**src/pkg/seq_pkg.sv**
```systemverilog
// shared constants, commands, states and carrier structs of the interrupt sequencer
package seq_pkg;

   // register word offsets on the bus
   localparam logic [7:0] OFF_CMD    = 8'h00;
   localparam logic [7:0] OFF_STATUS = 8'h04;
   localparam logic [7:0] OFF_CC     = 8'h08;
   localparam logic [7:0] OFF_A      = 8'h0C;
   localparam logic [7:0] OFF_B      = 8'h10;
   localparam logic [7:0] OFF_DP     = 8'h14;
   localparam logic [7:0] OFF_X      = 8'h18;
   localparam logic [7:0] OFF_Y      = 8'h1C;
   localparam logic [7:0] OFF_U      = 8'h20;
   localparam logic [7:0] OFF_S      = 8'h24;
   localparam logic [7:0] OFF_PC     = 8'h28;

   // condition code bit positions
   localparam int CC_E = 7;
   localparam int CC_F = 6;
   localparam int CC_I = 4;

   // restart values, undefined code bits taken as zero
   localparam logic [7:0] CC_RESET = 8'h50;
   localparam logic [7:0] DP_RESET = 8'h00;

   // vector addresses (high byte at the given address)
   localparam logic [15:0] VEC_SOFT_THREE = 16'hFFF2;
   localparam logic [15:0] VEC_SOFT_TWO   = 16'hFFF4;
   localparam logic [15:0] VEC_FAST       = 16'hFFF6;
   localparam logic [15:0] VEC_NORMAL     = 16'hFFF8;
   localparam logic [15:0] VEC_NONMASK    = 16'hFFFC;
   localparam logic [15:0] VEC_RESTART    = 16'hFFFE;

   // cycles a level request must stand before it counts
   localparam logic [1:0] HOLD_CYCLES = 2'h3;

   // byte steps of the stack frame
   localparam logic [3:0] STEP_PCH     = 4'h1;
   localparam logic [3:0] STEP_PULL_PC = 4'hA;
   localparam logic [3:0] STEP_LAST    = 4'hB;

   typedef enum logic [2:0] {
      CMD_NONE       = 3'h0,
      CMD_SOFT_TWO   = 3'h1,
      CMD_SOFT_THREE = 3'h2,
      CMD_SYNC       = 3'h3,
      CMD_RETURN     = 3'h4,
      CMD_CLEAR_WAIT = 3'h5
   } cmd_t;

   typedef enum logic [8:0] {
      ST_IDLE  = 9'b000000001,
      ST_PUSH  = 9'b000000010,
      ST_VEC0  = 9'b000000100,
      ST_VEC1  = 9'b000001000,
      ST_VEC2  = 9'b000010000,
      ST_PULL  = 9'b000100000,
      ST_SYNC  = 9'b001000000,
      ST_WAITI = 9'b010000000,
      ST_SPARE = 9'b100000000
   } seq_state_t;

   typedef struct packed {
      logic [15:0] addr;
      logic [7:0]  wdata;
      logic        we;
      logic        re;
      logic        addr_oe;
      logic        data_oe;
   } mem_out_t;

   typedef struct packed {
      logic [7:0]  condition_code_reg;
      logic [7:0]  accumulator_high;
      logic [7:0]  accumulator_low;
      logic [7:0]  direct_page_reg;
      logic [15:0] index_reg_x;
      logic [15:0] index_reg_y;
      logic [15:0] user_stack_ptr;
      logic [15:0] hardware_stack_ptr;
      logic [15:0] program_counter;
   } core_regs_t;

endpackage

```
**src/rtl/req_hold.sv**
```systemverilog
// qualifies an active-low level request that must stand several cycles
`timescale 1ns/1ps
module req_hold (
   input  wire logic hclk,
   input  wire logic hresetn,
   input  wire logic ce,
   input  wire logic req_n,
   output logic      held
);
   typedef struct packed {
      logic [1:0] count;
   } hold_t;

   hold_t r;
   hold_t next_r;

   // saturating count of low cycles, cleared when the line goes high
   always_comb begin
      next_r = r;
      if (req_n) begin
         next_r.count = 2'h0;
      end else if (r.count != seq_pkg::HOLD_CYCLES) begin
         next_r.count = r.count + 2'h1;
      end
   end

   always_ff @(posedge hclk or negedge hresetn) begin
      if (!hresetn) begin
         r <= '0;
      end else if (ce) begin
         r <= next_r;
      end
   end

   // short glitches never qualify
   assign held = !req_n && (r.count == seq_pkg::HOLD_CYCLES);
endmodule

```
**src/rtl/nmi_edge.sv**
```systemverilog
// falling-edge latch of the non-maskable request, armed by a stack pointer load
`timescale 1ns/1ps
module nmi_edge (
   input  wire logic hclk,
   input  wire logic hresetn,
   input  wire logic ce,
   input  wire logic req_n,
   input  wire logic stack_load,
   input  wire logic take,
   output logic      latched,
   output logic      go,
   output logic      armed
);
   typedef struct packed {
      logic prev;
      logic latched;
      logic armed;
   } edge_t;

   edge_t r;
   edge_t next_r;
   logic  fall;

   // a new edge in the cycle it is taken is kept, set beats clear
   always_comb begin
      next_r = r;
      fall = r.prev && !req_n;
      next_r.prev = req_n;
      if (fall) begin
         next_r.latched = 1'b1;                    // [RULE14]
      end else if (take) begin
         next_r.latched = 1'b0;
      end
      if (stack_load) begin
         next_r.armed = 1'b1;                      // [RULE15]
      end
   end

   // prev starts high so a line held low out of reset gives an edge
   always_ff @(posedge hclk or negedge hresetn) begin
      if (!hresetn) begin
         r <= 3'b100;
      end else if (ce) begin
         r <= next_r;
      end
   end

   assign latched = r.latched;
   assign armed   = r.armed;
   assign go      = r.latched && r.armed;          // [RULE15]
endmodule

```
**src/rtl/cpu_interrupt_sequencer.sv**
```systemverilog
// exception and interrupt sequencer with its core registers behind an ahb-lite slave
`timescale 1ns/1ps
// Operation
// [RULE1] full-state entry sets E, then pushes PC..CC with pre-decremented stack pointer
// [RULE2] soft trap two saves everything, then vectors through FFF4/FFF5
// [RULE3] soft trap three saves everything, then vectors through FFF2/FFF3
// [RULE4] both soft traps leave fast and normal mask bits untouched
// [RULE5] sync command stops all instruction work until an interrupt line acts
// [RULE6] sync exit: enabled and held three cycles services, otherwise simply resumes
// [RULE7] while synchronising, address and data bus drivers are released
// [RULE8] any interrupt line, masked or not, ends the synchronising wait
// [RULE9] fast entry pushes PC, clears E, pushes CC, sets both masks, vectors FFF6
// [RULE10] fast request during clear-and-wait enters with the whole state already stacked
// [RULE11] normal entry saves everything with E set, sets normal mask, vectors FFF8
// [RULE12] normal entry leaves fast mask clear so fast may nest; not the reverse
// [RULE13] non-maskable edge pushes all but the stack pointer and vectors through
// [RULE14] every separate falling edge yields its own non-maskable service
// [RULE15] after restart non-maskable service waits for the first stack pointer load
// [RULE16] restart sets both masks and clears the direct page register
// [RULE17] restart fetches the start address from its vector, stacking nothing
// [RULE18] return pulls CC first, then all registers if E set, else only PC
// [RULE19] non-maskable sets both masks, vector FFFC; restart vector at FFFE
// [RULE20] pending hardware requests served non-maskable, then fast, then normal
module cpu_interrupt_sequencer (
   input  wire logic              hclk,
   input  wire logic              hresetn,
   input  wire logic              ce,
   input  wire logic              hsel,
   input  wire logic [31:0]       haddr,
   input  wire logic [1:0]        htrans,
   input  wire logic              hwrite,
   input  wire logic [2:0]        hsize,
   input  wire logic [31:0]       hwdata,
   input  wire logic              hready,
   output logic                   hreadyout,
   output logic                   hresp,
   output logic [31:0]            hrdata,
   input  wire logic              nonmask_request_n,
   input  wire logic              fast_request_input_n,
   input  wire logic              normal_request_n,
   input  wire logic [7:0]        mem_rdata,
   output seq_pkg::mem_out_t      mem
);
   typedef struct packed {
      seq_pkg::seq_state_t state;
      seq_pkg::core_regs_t regs;
      logic [3:0]          step;
      logic                full;
      logic                wait_after;
      logic                set_f;
      logic                set_i;
      logic [15:0]         vec;
      logic                sync_seen;
      seq_pkg::cmd_t       cmd;
      seq_pkg::mem_out_t   mem;
      logic                a_valid;
      logic                a_write;
      logic [7:0]          a_addr;
      logic [31:0]         hrdata;
   } seq_t;

   // out of reset the sequencer fetches the restart vector with masks set
   localparam seq_t SEQ_RESET = '{
      state:      seq_pkg::ST_VEC0,
      regs:       '{condition_code_reg: seq_pkg::CC_RESET, direct_page_reg: seq_pkg::DP_RESET, default: '0},
      step:       4'h0,
      full:       1'b0,
      wait_after: 1'b0,
      set_f:      1'b1,
      set_i:      1'b1,
      vec:        seq_pkg::VEC_RESTART,
      sync_seen:  1'b0,
      cmd:        seq_pkg::CMD_NONE,
      mem:        '{addr_oe: 1'b1, default: '0},
      a_valid:    1'b0,
      a_write:    1'b0,
      a_addr:     8'h00,
      hrdata:     32'h00000000
   };

   seq_t r;
   seq_t next_r;
   logic nmi_take;
   logic stack_load;
   logic nmi_latched;
   logic nmi_go;
   logic nmi_armed;
   logic fast_held;
   logic normal_held;
   logic fast_ok;
   logic normal_ok;
   logic any_line;
   logic any_enabled;
   logic addr_phase;

   req_hold u_fast_hold (
      .hclk    (hclk),
      .hresetn (hresetn),
      .ce      (ce),
      .req_n   (fast_request_input_n),
      .held    (fast_held)
   );

   req_hold u_normal_hold (
      .hclk    (hclk),
      .hresetn (hresetn),
      .ce      (ce),
      .req_n   (normal_request_n),
      .held    (normal_held)
   );

   nmi_edge u_nmi_edge (
      .hclk    (hclk),
      .hresetn (hresetn),
      .ce      (ce),
      .req_n   (nonmask_request_n),
      .stack_load (stack_load),
      .take    (nmi_take),
      .latched (nmi_latched),
      .go      (nmi_go),
      .armed   (nmi_armed)
   );

   // byte pushed at each step of the frame, program counter low first
   function automatic logic [7:0] push_byte(input seq_pkg::core_regs_t g, input logic [3:0] idx);
      logic [7:0] b;
      b = g.condition_code_reg;
      unique case (idx)
         4'h0: b = g.program_counter[7:0];
         4'h1: b = g.program_counter[15:8];
         4'h2: b = g.user_stack_ptr[7:0];
         4'h3: b = g.user_stack_ptr[15:8];
         4'h4: b = g.index_reg_y[7:0];
         4'h5: b = g.index_reg_y[15:8];
         4'h6: b = g.index_reg_x[7:0];
         4'h7: b = g.index_reg_x[15:8];
         4'h8: b = g.direct_page_reg;
         4'h9: b = g.accumulator_low;
         4'hA: b = g.accumulator_high;
         default: b = g.condition_code_reg;
      endcase
      return b;
   endfunction

   // request qualification against the live mask bits
   assign fast_ok     = fast_held && !r.regs.condition_code_reg[seq_pkg::CC_F];
   assign normal_ok   = normal_held && !r.regs.condition_code_reg[seq_pkg::CC_I];
   assign any_line    = nmi_latched || !fast_request_input_n || !normal_request_n;
   assign any_enabled = nmi_go || (!fast_request_input_n && !r.regs.condition_code_reg[seq_pkg::CC_F])
                        || (!normal_request_n && !r.regs.condition_code_reg[seq_pkg::CC_I]);
   assign addr_phase  = hsel && hready && htrans[1];

   always_comb begin
      next_r = r;
      nmi_take = 1'b0;
      stack_load = 1'b0;
      next_r.mem.we = 1'b0;
      next_r.mem.re = 1'b0;

      // bus address phase: capture control, stage read data for the data phase
      next_r.a_valid = addr_phase;
      next_r.a_write = hwrite;
      next_r.a_addr = haddr[7:0];
      if (addr_phase && !hwrite) begin
         unique case (haddr[7:0])
            seq_pkg::OFF_CMD:    next_r.hrdata = {29'h0, r.cmd};
            seq_pkg::OFF_STATUS: next_r.hrdata = {16'h0, 1'b0, nmi_armed, nmi_latched, fast_held, normal_held, 2'b00,
                                                  r.state};
            seq_pkg::OFF_CC:     next_r.hrdata = {24'h0, r.regs.condition_code_reg};
            seq_pkg::OFF_A:      next_r.hrdata = {24'h0, r.regs.accumulator_high};
            seq_pkg::OFF_B:      next_r.hrdata = {24'h0, r.regs.accumulator_low};
            seq_pkg::OFF_DP:     next_r.hrdata = {24'h0, r.regs.direct_page_reg};
            seq_pkg::OFF_X:      next_r.hrdata = {16'h0, r.regs.index_reg_x};
            seq_pkg::OFF_Y:      next_r.hrdata = {16'h0, r.regs.index_reg_y};
            seq_pkg::OFF_U:      next_r.hrdata = {16'h0, r.regs.user_stack_ptr};
            seq_pkg::OFF_S:      next_r.hrdata = {16'h0, r.regs.hardware_stack_ptr};
            seq_pkg::OFF_PC:     next_r.hrdata = {16'h0, r.regs.program_counter};
            default:             next_r.hrdata = 32'h00000000;
         endcase
      end

      // bus data phase writes; core registers only change while idle
      if (r.a_valid && r.a_write) begin
         if (r.a_addr == seq_pkg::OFF_CMD) begin
            if (r.cmd == seq_pkg::CMD_NONE && hwdata[2:0] <= 3'h5) begin
               next_r.cmd = seq_pkg::cmd_t'(hwdata[2:0]);
            end
         end else if (r.state == seq_pkg::ST_IDLE) begin
            unique case (r.a_addr)
               seq_pkg::OFF_CC: next_r.regs.condition_code_reg = hwdata[7:0];
               seq_pkg::OFF_A:  next_r.regs.accumulator_high = hwdata[7:0];
               seq_pkg::OFF_B:  next_r.regs.accumulator_low = hwdata[7:0];
               seq_pkg::OFF_DP: next_r.regs.direct_page_reg = hwdata[7:0];
               seq_pkg::OFF_X:  next_r.regs.index_reg_x = hwdata[15:0];
               seq_pkg::OFF_Y:  next_r.regs.index_reg_y = hwdata[15:0];
               seq_pkg::OFF_U:  next_r.regs.user_stack_ptr = hwdata[15:0];
               seq_pkg::OFF_PC: next_r.regs.program_counter = hwdata[15:0];
               seq_pkg::OFF_S: begin
                  next_r.regs.hardware_stack_ptr = hwdata[15:0];
                  stack_load = 1'b1;                                   // [RULE15]
               end
               default: ;
            endcase
         end
      end

      unique case (r.state)
         // instruction boundary: hardware first, in fixed priority, then software
         seq_pkg::ST_IDLE: begin
            next_r.step = 4'h0;
            next_r.wait_after = 1'b0;
            next_r.full = 1'b1;
            if (nmi_go) begin                                         // [RULE20]
               nmi_take = 1'b1;
               next_r.state = seq_pkg::ST_PUSH;                       // [RULE13]
               next_r.regs.condition_code_reg[seq_pkg::CC_E] = 1'b1;
               next_r.vec = seq_pkg::VEC_NONMASK;                     // [RULE19]
               next_r.set_f = 1'b1;
               next_r.set_i = 1'b1;
            end else if (fast_ok) begin                               // [RULE20]
               next_r.state = seq_pkg::ST_PUSH;                       // [RULE9]
               next_r.full = 1'b0;
               next_r.vec = seq_pkg::VEC_FAST;
               next_r.set_f = 1'b1;
               next_r.set_i = 1'b1;
            end else if (normal_ok) begin                             // [RULE20]
               next_r.state = seq_pkg::ST_PUSH;                       // [RULE11]
               next_r.regs.condition_code_reg[seq_pkg::CC_E] = 1'b1;
               next_r.vec = seq_pkg::VEC_NORMAL;
               next_r.set_f = 1'b0;                                   // [RULE12]
               next_r.set_i = 1'b1;
            end else if (r.cmd != seq_pkg::CMD_NONE) begin
               next_r.cmd = seq_pkg::CMD_NONE;
               next_r.set_f = 1'b0;                                   // [RULE4]
               next_r.set_i = 1'b0;
               unique case (r.cmd)
                  seq_pkg::CMD_SOFT_TWO: begin
                     next_r.state = seq_pkg::ST_PUSH;                 // [RULE1]
                     next_r.regs.condition_code_reg[seq_pkg::CC_E] = 1'b1;
                     next_r.vec = seq_pkg::VEC_SOFT_TWO;              // [RULE2]
                  end
                  seq_pkg::CMD_SOFT_THREE: begin
                     next_r.state = seq_pkg::ST_PUSH;                 // [RULE1]
                     next_r.regs.condition_code_reg[seq_pkg::CC_E] = 1'b1;
                     next_r.vec = seq_pkg::VEC_SOFT_THREE;            // [RULE3]
                  end
                  seq_pkg::CMD_CLEAR_WAIT: begin
                     next_r.state = seq_pkg::ST_PUSH;
                     next_r.regs.condition_code_reg[seq_pkg::CC_E] = 1'b1;
                     next_r.wait_after = 1'b1;                        // [RULE10]
                  end
                  seq_pkg::CMD_SYNC: begin
                     next_r.state = seq_pkg::ST_SYNC;                 // [RULE5]
                     next_r.sync_seen = 1'b0;
                  end
                  seq_pkg::CMD_RETURN: begin
                     next_r.state = seq_pkg::ST_PULL;                 // [RULE18]
                     next_r.mem.addr = r.regs.hardware_stack_ptr;
                     next_r.mem.re = 1'b1;
                  end
                  default: ;
               endcase
            end
         end
         // one byte per cycle, stack pointer decremented before each write
         seq_pkg::ST_PUSH: begin
            next_r.regs.hardware_stack_ptr = r.regs.hardware_stack_ptr - 16'h0001;     // [RULE1]
            next_r.mem.addr = next_r.regs.hardware_stack_ptr;
            next_r.mem.wdata = push_byte(r.regs, r.step);
            next_r.mem.we = 1'b1;
            if (!r.full && r.step == seq_pkg::STEP_LAST) begin
               next_r.regs.condition_code_reg[seq_pkg::CC_E] = 1'b0;                 // [RULE9]
               next_r.mem.wdata = next_r.regs.condition_code_reg;
            end
            if (r.step == seq_pkg::STEP_LAST) begin
               next_r.state = r.wait_after ? seq_pkg::ST_WAITI : seq_pkg::ST_VEC0;
            end else if (!r.full && r.step == seq_pkg::STEP_PCH) begin
               next_r.step = seq_pkg::STEP_LAST;                                     // [RULE9]
            end else begin
               next_r.step = r.step + 4'h1;
            end
         end
         // masks take effect as the vector is fetched
         seq_pkg::ST_VEC0: begin
            if (r.set_f) begin
               next_r.regs.condition_code_reg[seq_pkg::CC_F] = 1'b1;
            end
            if (r.set_i) begin
               next_r.regs.condition_code_reg[seq_pkg::CC_I] = 1'b1;
            end
            next_r.mem.addr = r.vec;                                  // [RULE17]
            next_r.mem.re = 1'b1;
            next_r.state = seq_pkg::ST_VEC1;
         end
         seq_pkg::ST_VEC1: begin
            next_r.regs.program_counter[15:8] = mem_rdata;
            next_r.mem.addr = r.vec + 16'h0001;
            next_r.mem.re = 1'b1;
            next_r.state = seq_pkg::ST_VEC2;
         end
         seq_pkg::ST_VEC2: begin
            next_r.regs.program_counter[7:0] = mem_rdata;
            next_r.state = seq_pkg::ST_IDLE;
         end
         // return: codes first, their E bit picks the frame length
         seq_pkg::ST_PULL: begin
            unique case (r.step)
               4'h0: next_r.regs.condition_code_reg = mem_rdata;
               4'h1: next_r.regs.accumulator_high = mem_rdata;
               4'h2: next_r.regs.accumulator_low = mem_rdata;
               4'h3: next_r.regs.direct_page_reg = mem_rdata;
               4'h4: next_r.regs.index_reg_x[15:8] = mem_rdata;
               4'h5: next_r.regs.index_reg_x[7:0] = mem_rdata;
               4'h6: next_r.regs.index_reg_y[15:8] = mem_rdata;
               4'h7: next_r.regs.index_reg_y[7:0] = mem_rdata;
               4'h8: next_r.regs.user_stack_ptr[15:8] = mem_rdata;
               4'h9: next_r.regs.user_stack_ptr[7:0] = mem_rdata;
               4'hA: next_r.regs.program_counter[15:8] = mem_rdata;
               default: next_r.regs.program_counter[7:0] = mem_rdata;
            endcase
            next_r.regs.hardware_stack_ptr = r.regs.hardware_stack_ptr + 16'h0001;
            if (r.step == seq_pkg::STEP_LAST) begin
               next_r.state = seq_pkg::ST_IDLE;
            end else begin
               next_r.mem.addr = next_r.regs.hardware_stack_ptr;
               next_r.mem.re = 1'b1;
               if (r.step == 4'h0 && !mem_rdata[seq_pkg::CC_E]) begin
                  next_r.step = seq_pkg::STEP_PULL_PC;                // [RULE18]
               end else begin
                  next_r.step = r.step + 4'h1;
               end
            end
         end
         // wait for any line; a short or masked one just resumes
         seq_pkg::ST_SYNC: begin
            if (any_line) begin
               next_r.sync_seen = 1'b1;
            end
            if (nmi_go || fast_ok || normal_ok || (any_line && !any_enabled)
                || (r.sync_seen && !any_line)) begin
               next_r.state = seq_pkg::ST_IDLE;                       // [RULE6] [RULE8]
            end
         end
         // frame already stacked, so go straight to the vector
         seq_pkg::ST_WAITI: begin
            next_r.set_f = 1'b1;
            next_r.set_i = 1'b1;
            if (nmi_go) begin
               nmi_take = 1'b1;
               next_r.vec = seq_pkg::VEC_NONMASK;
               next_r.state = seq_pkg::ST_VEC0;
            end else if (fast_ok) begin
               next_r.vec = seq_pkg::VEC_FAST;                        // [RULE10]
               next_r.state = seq_pkg::ST_VEC0;
            end else if (normal_ok) begin
               next_r.vec = seq_pkg::VEC_NORMAL;
               next_r.set_f = 1'b0;
               next_r.state = seq_pkg::ST_VEC0;
            end
         end
         default: next_r.state = seq_pkg::ST_IDLE;
      endcase

      // pins released while synchronising
      next_r.mem.addr_oe = (next_r.state != seq_pkg::ST_SYNC);          // [RULE7]
      next_r.mem.data_oe = next_r.mem.we && (next_r.state != seq_pkg::ST_SYNC);
   end

   always_ff @(posedge hclk or negedge hresetn) begin
      if (!hresetn) begin
         r <= SEQ_RESET;                                              // [RULE16]
      end else if (ce) begin
         r <= next_r;
      end
   end

   // zero-wait slave, always okay
   assign hreadyout = 1'b1;
   assign hresp     = 1'b0;
   assign hrdata    = r.hrdata;
   assign mem       = r.mem;
endmodule

```
**config.mk**
```make
export PLATFORM = sky130hd
export DESIGN_NAME = cpu_interrupt_sequencer
export DESIGN_NICKNAME = d
export VERILOG_FILES = /design/src/pkg/seq_pkg.sv /design/src/rtl/req_hold.sv /design/src/rtl/nmi_edge.sv /design/src/rtl/cpu_interrupt_sequencer.sv
export SDC_FILE = /design/constraint.sdc
export NUM_CORES = 1
export LEC_CHECK = 0
export BUFFER_PORTS_ARGS = -buffer_cell sky130_fd_sc_hd__buf_2
export CAP_MARGIN = 20
export CORE_MARGIN = 4
export CORE_UTILIZATION = 45
export CTS_CLUSTER_SIZE = 14
export DETAILED_ROUTE_END_ITERATION = 16
export HOLD_SLACK_MARGIN = 0.03
export PLACE_DENSITY = 0.62
export SLEW_MARGIN = 20
export SYNTH_ARGS = -nofsm -noshare
export SYNTH_HDL_FRONTEND = slang
export SYNTH_SLANG_ARGS = --single-unit
```
**constraint.sdc**
```tcl
create_clock -name hclk -period 4.4 [get_ports hclk]
set_input_delay 0.88 -clock hclk [delete_from_list [all_inputs] [get_ports hclk]]
set_output_delay 0.88 -clock hclk [all_outputs]
set_load 0.005 [all_outputs]
```
### After elaboration in Yosys (flattened, before gate mapping)

Cells that the tools add are included.
Widths: inputs -> output; s select.

| operators by class | value |
|---|---|
| add/subtract/negate cells | 6 |
| order comparisons | 1 |
| equal/unequal tests | 61 |
| mux-type cells | 108 |
| reductions and logical operators | 68 |

Operators by type and width:

| cell | number |
|---|---|
| $mux 112 | 3 |
| $pmux 16 s11 | 1 |
| $mux 16 | 10 |
| $mux 8 | 18 |
| $pmux 8 s11 | 1 |
| $pmux 16 s5 | 1 |
| $mux 76 | 1 |
| $eq 8x5->1 const B | 8 |
| $pmux 16 s2 | 2 |
| $mux 9 | 7 |
| $pmux 9 s7 | 1 |
| $mux 20 | 3 |
| $mux 18 | 3 |
| $eq 8x6->1 const B | 6 |
| $mux 39 | 1 |
| $pmux 18 s2 | 1 |
| $add 16x1->16 const B | 2 |
| $eq 8x4->1 const B | 4 |
| $pmux 8 s2 | 2 |
| $mux 1 | 30 |
| $mux 10 | 3 |
| $pmux 9 s3 | 1 |
| $logic_and 1x1->1 | 19 |
| $eq 4x3->1 const B | 4 |
| 49 further kinds | 112 |

| word-level totals | value |
|---|---|
| register bits | 226 |
| input bits | 86 |
| output and inout bits | 62 |
| logic and storage cells | 277 |

### Logic depth before layout (Yosys ltp)

| depth | value |
|---|---|
| depth in word-level cells | 13 |
| depth in mapped cells | 9 |
| depth with buffers taken out | 7 |

### Hierarchy

Synthesis repeated with hierarchy kept, for this count alone.

| unflattened totals | value |
|---|---|
| cells, all modules | 1363 |
| area, all modules | 12721.0 um^2 |

By module, submodules not included:

| module | instances | cells an instance | area an instance (um^2) | sequential area each (um^2) |
|---|---|---|---|---|
| cpu_interrupt_sequencer | 1 | 1332 | 12350.6 | 4792.1 |
| req_hold | 2 | 11 | 125.1 | 50.0 |
| nmi_edge | 1 | 9 | 120.1 | 76.3 |

### Least setup slack after synthesis

No wires, ideal clock.

| timing | value |
|---|---|
| kind | input to register |
| start point | input haddr[4] |
| end point | register r, in the netlist hrdata[11] |
| library setup time | 0.083 ns |
| data arrival time | 2.459 ns |
| required time | 4.317 ns |
| path slack | 1.858 ns |
| stages | 8 |
| buffers on the path | 3 |
| cells stage by stage | clkbuf_1 -> nor4b_1 -> clkbuf_1 -> nor3b_1 -> buf_2 -> o2bb2ai_1 -> a221oi_1 -> o21ai_0 |

| between the ends | value |
|---|---|
| longest elaborated chain between the ends | 2 |
| elaborated cells on any way between the ends | 12 |
| classes of those cells | 10 x eq/ne; 1 x mux; 1 x reduce/logical |

Ends and longest elaborated chain:

| what | RTL line | source |
|---|---|---|
| start: declaration | cpu_interrupt_sequencer.sv:29 | `input wire logic [31:0] haddr,` |
| $eq 8x6->1, or another cell as far along | cpu_interrupt_sequencer.sv:165 | `unique case (haddr[7:0])` |
| $pmux 16 s11 (*) | cpu_interrupt_sequencer.sv:165 |  |
| end signal: assignment | cpu_interrupt_sequencer.sv:373 | `r <= next_r;` |
| end: declaration | cpu_interrupt_sequencer.sv:81 | `seq_t r;` |

Every way passes the cells marked *; elsewhere a longest branch is shown, timed or not.
A chain may end at the register's enable or synchronous reset.

### Final worst setup path

| timing | value |
|---|---|
| start point | register r[216] (netlist name) |
| end point | register r, in the netlist mem[13] |

| between the ends | value |
|---|---|
| longest elaborated chain between the ends | 3 |
| elaborated cells on any way between the ends | 14 |
| classes of those cells | 11 x eq/ne; 1 x mux; 2 x reduce/logical |

Ends and longest elaborated chain:

| what | RTL line | source |
|---|---|---|
| $eq 9x1->1, or another cell as far along | cpu_interrupt_sequencer.sv:207 | `unique case (r.state)` |
| $reduce_bool 5->1 (no line), or another cell as far along | -- |  |
| $reduce_and 8->1 (no line) | -- |  |

Several ways; a longest one is shown, not always the timed one.

==> flow_summary.ini <==
[place]
dpl_cell_area_um2 = 13140
io_buffers = 85
gp_congestion = 1.035
post-dp-hpwl_mm = 37.39

[synthesis]
synth_top_area_cell = dfrtp_1
ys_top_cells_by_count = dfrtp_1 (187), o22ai_1 (106), clkbuf_1 (100)
ys.flop_type = dfrtp_1
synth_most_common_cell = dfrtp_1
async_flop_share = 1.000
yosysWarnings = 0
synth-seq-cells = 198
synth-edff-count = 0
syn_avg_cell_area_um2 = 9.158
seq_area_frac_synth = 0.3878
syn_area_um2 = 12810
ys_types = 89
synth.area.top_cells = dfrtp_1 (37%), a2bb2oi_1 (6.2%), o22ai_1 (5.2%), buf_4 (3.7%), a21oi_1 (3.2%)
netlist_instances = 1399
synth_top_area_share = 0.3652

[grt]
grt_pass1_wl_mm = 76.08
grt-ovfl-total = 0
grt_max_degree = 94
grt_pass1_vias = 11553
grt.total_usage = 0.3246
grt_antenna_before_repair = 0

[detailed_routing]
wirelength_mm = 51.76
drc = 0
vias = 12314
first_pass_iters = 7
postRouteAntennaNets = 0
drt_iter0_drc = 1676
vias_per_cell = 7.025
wl_per_cell_um = 29.53

[timing]
finalCritPeriodShare = 0.7543
skew_ns = 0.01552
setup_viol = 0
finalSetupTns_ns = 0
fin_crit_ns = 3.319
tightestPinTransition_ns = 1.073
slew_violations = 0
hold_viol_final = 0
slew_headroom = 0.2664
clock.fmax_mhz = 301.3
rsz0062_at_grt = no

[die]
core_area_um2 = 27930
die-area_um2 = 31240
dieHeight_um = 176.7
initial_utilization = 0.4587
rows = 61
pin_count = 148
die_w_um = 176.7

[worst_setup_path]
crit_slowest_cell = dfrtp_1
crit_fanout = 16
path_class = flop to flop
worstPathArrival_ns = 3.65
crit_chain = nor4_2 > nand3_1 > o211a_1 > and2_1 > mux2_2
critPathCaptureType = flop
max_stage_delay_ns = 0.62
crit_path_start_kind = flop
required_ns = 4.73

[job]
maxCapViolCount = 0

[cts]
cts_root_buf = clkbuf_16
clk_pin_slew_ns = 0.08
ctsHoldBuffers = 0
clock_latency_ns = 0.46
cts_buffers = 17
cts-resized-gates = 0
postCtsSetupRepairBufs = 0
clock_sinks = 198
cts_tree = yes
cts_htree_levels = 4
ctsLongestPathBuffers = 2

[min_path]
hp-class = input port to asynchronous set/reset pin

[final_layout]
syn_to_final_growth_pct = 7.275
stdcell_area_um2 = 13740
drive_gt1_frac = 0.1745
fin_nets = 1459
antenna_cells = 0

[outcome]
status = completed

[power_and_ir_drop]
ir_drop_mv = 0.2668
power.density_nw_per_um2 = 475.0
p_leak_nw = 5.424
per-stage QoR:
stage          worst slack, ns  power [mW]  std cells  hold slack [ns]  utilization
2_1_floorplan            1.858       4.033       1418           0.4445            -
3_3_place_gp             1.207       4.776       1721           0.4575       0.4703
3_5_place_dp             1.157       4.794       1721           0.4626       0.4703
4_1_cts                  1.133       6.473       1753           0.4466       0.4920
5_1_grt                 0.9522       6.817       1753           0.4648       0.4920
6_report                 1.081       6.529       1753           0.4238       0.4920
cells in the final DEF, fill, tap and decap left out, drive strengths merged, types with 9 or more instances in the layout:
cell,instances
dfrtp,187
buf,122
o22ai,106
a21oi,92
a2bb2oi,90
nand2,84
nor2,61
o21ai,47
a31oi,40
nand3,35
a22oi,34
inv,30
nor3,27
mux2,24
a22o,24
conb,21
and3,19
nor2b,18
clkbuf,18
a221oi,17
nor4,16
or3,15
o2bb2ai,15
a211oi,12
ha,11
dfstp,11
o31ai,11
nand4,10
mux2i,10
nor3b,10
nor4b,10
a222oi,9
and2,9
metal layers:
layer,part of all wire,vias to the layer above,wire [um],track usage
met1,0.40,6103,20900,0.4423
met3,0.089,139,4582,0.04871
li1,-,5331,-,-
met5,0,-,0,0
met4,0.058,0,3009,0.1709
met2,0.45,741,23270,0.5017
final cells by class:
cell class	instances	area, um^2
Clock inverter	15	182.7
Inverter	21	78.83
Tap cell	378	473.0
Sequential cell	198	4969
Timing Repair Buffer	123	734.5
Clock buffer	17	425.4
Fill cell	2678	14190
Multi-Input combinational cell	1001	6882
where the power goes:
part           internal [mW]  switching [mW]  leakage [nW]  total (mW)
Clock                  0.868           0.817         0.302        1.68
Combinational          0.818            1.32          2.64        2.14
Sequential              2.15           0.559          2.49        2.71
Total                   3.84            2.69          5.42        6.53
worst paths after layout:
check	startpoint	slack (ns)	endpoint	cells past startpoint
min in group hclk	hrdata[4]	0.48	hrdata[4]	1
min	hresetn	0.42	mem[25]	1
max reg2reg	r[216]	1.08	mem[13]	5
min reg2reg	hrdata[4]	0.48	hrdata[4]	1
max in group asynchronous	hresetn	3.04	r[213]	2
max	r[216]	1.08	mem[13]	5
flip-flops by register name, indices dropped and copies added (netlist names):
register,count
hrdata,16
mem,28
r,147
u_fast_hold.r,2
u_nmi_edge.armed,1
u_nmi_edge.latched,1
u_nmi_edge.r,1
u_normal_hold.r,2
worst max-delay path, delay by kind of cell, from the launching register on:
family	cells	cell delay (ns)
simple gates	3	1.61
flops	1	0.62
compound gates	1	0.62
mux	1	0.34
cells by family (layout without fill, tap and decap cells):
kind of cell	Yosys count	count (layout)	synth area share
other	2	21	0.0005862
AO/OA/AOI/OAI	577	577	0.3250
multiplexers	37	37	0.03418
adder cells (fa/ha/maj)	11	11	0.01074
AND/OR/NAND/NOR	349	349	0.1520
buffers and inverters	219	176	0.08564
flip-flops	198	198	0.3878
XOR/XNOR	6	6	0.004102
(Power assumes the default switching activity.)
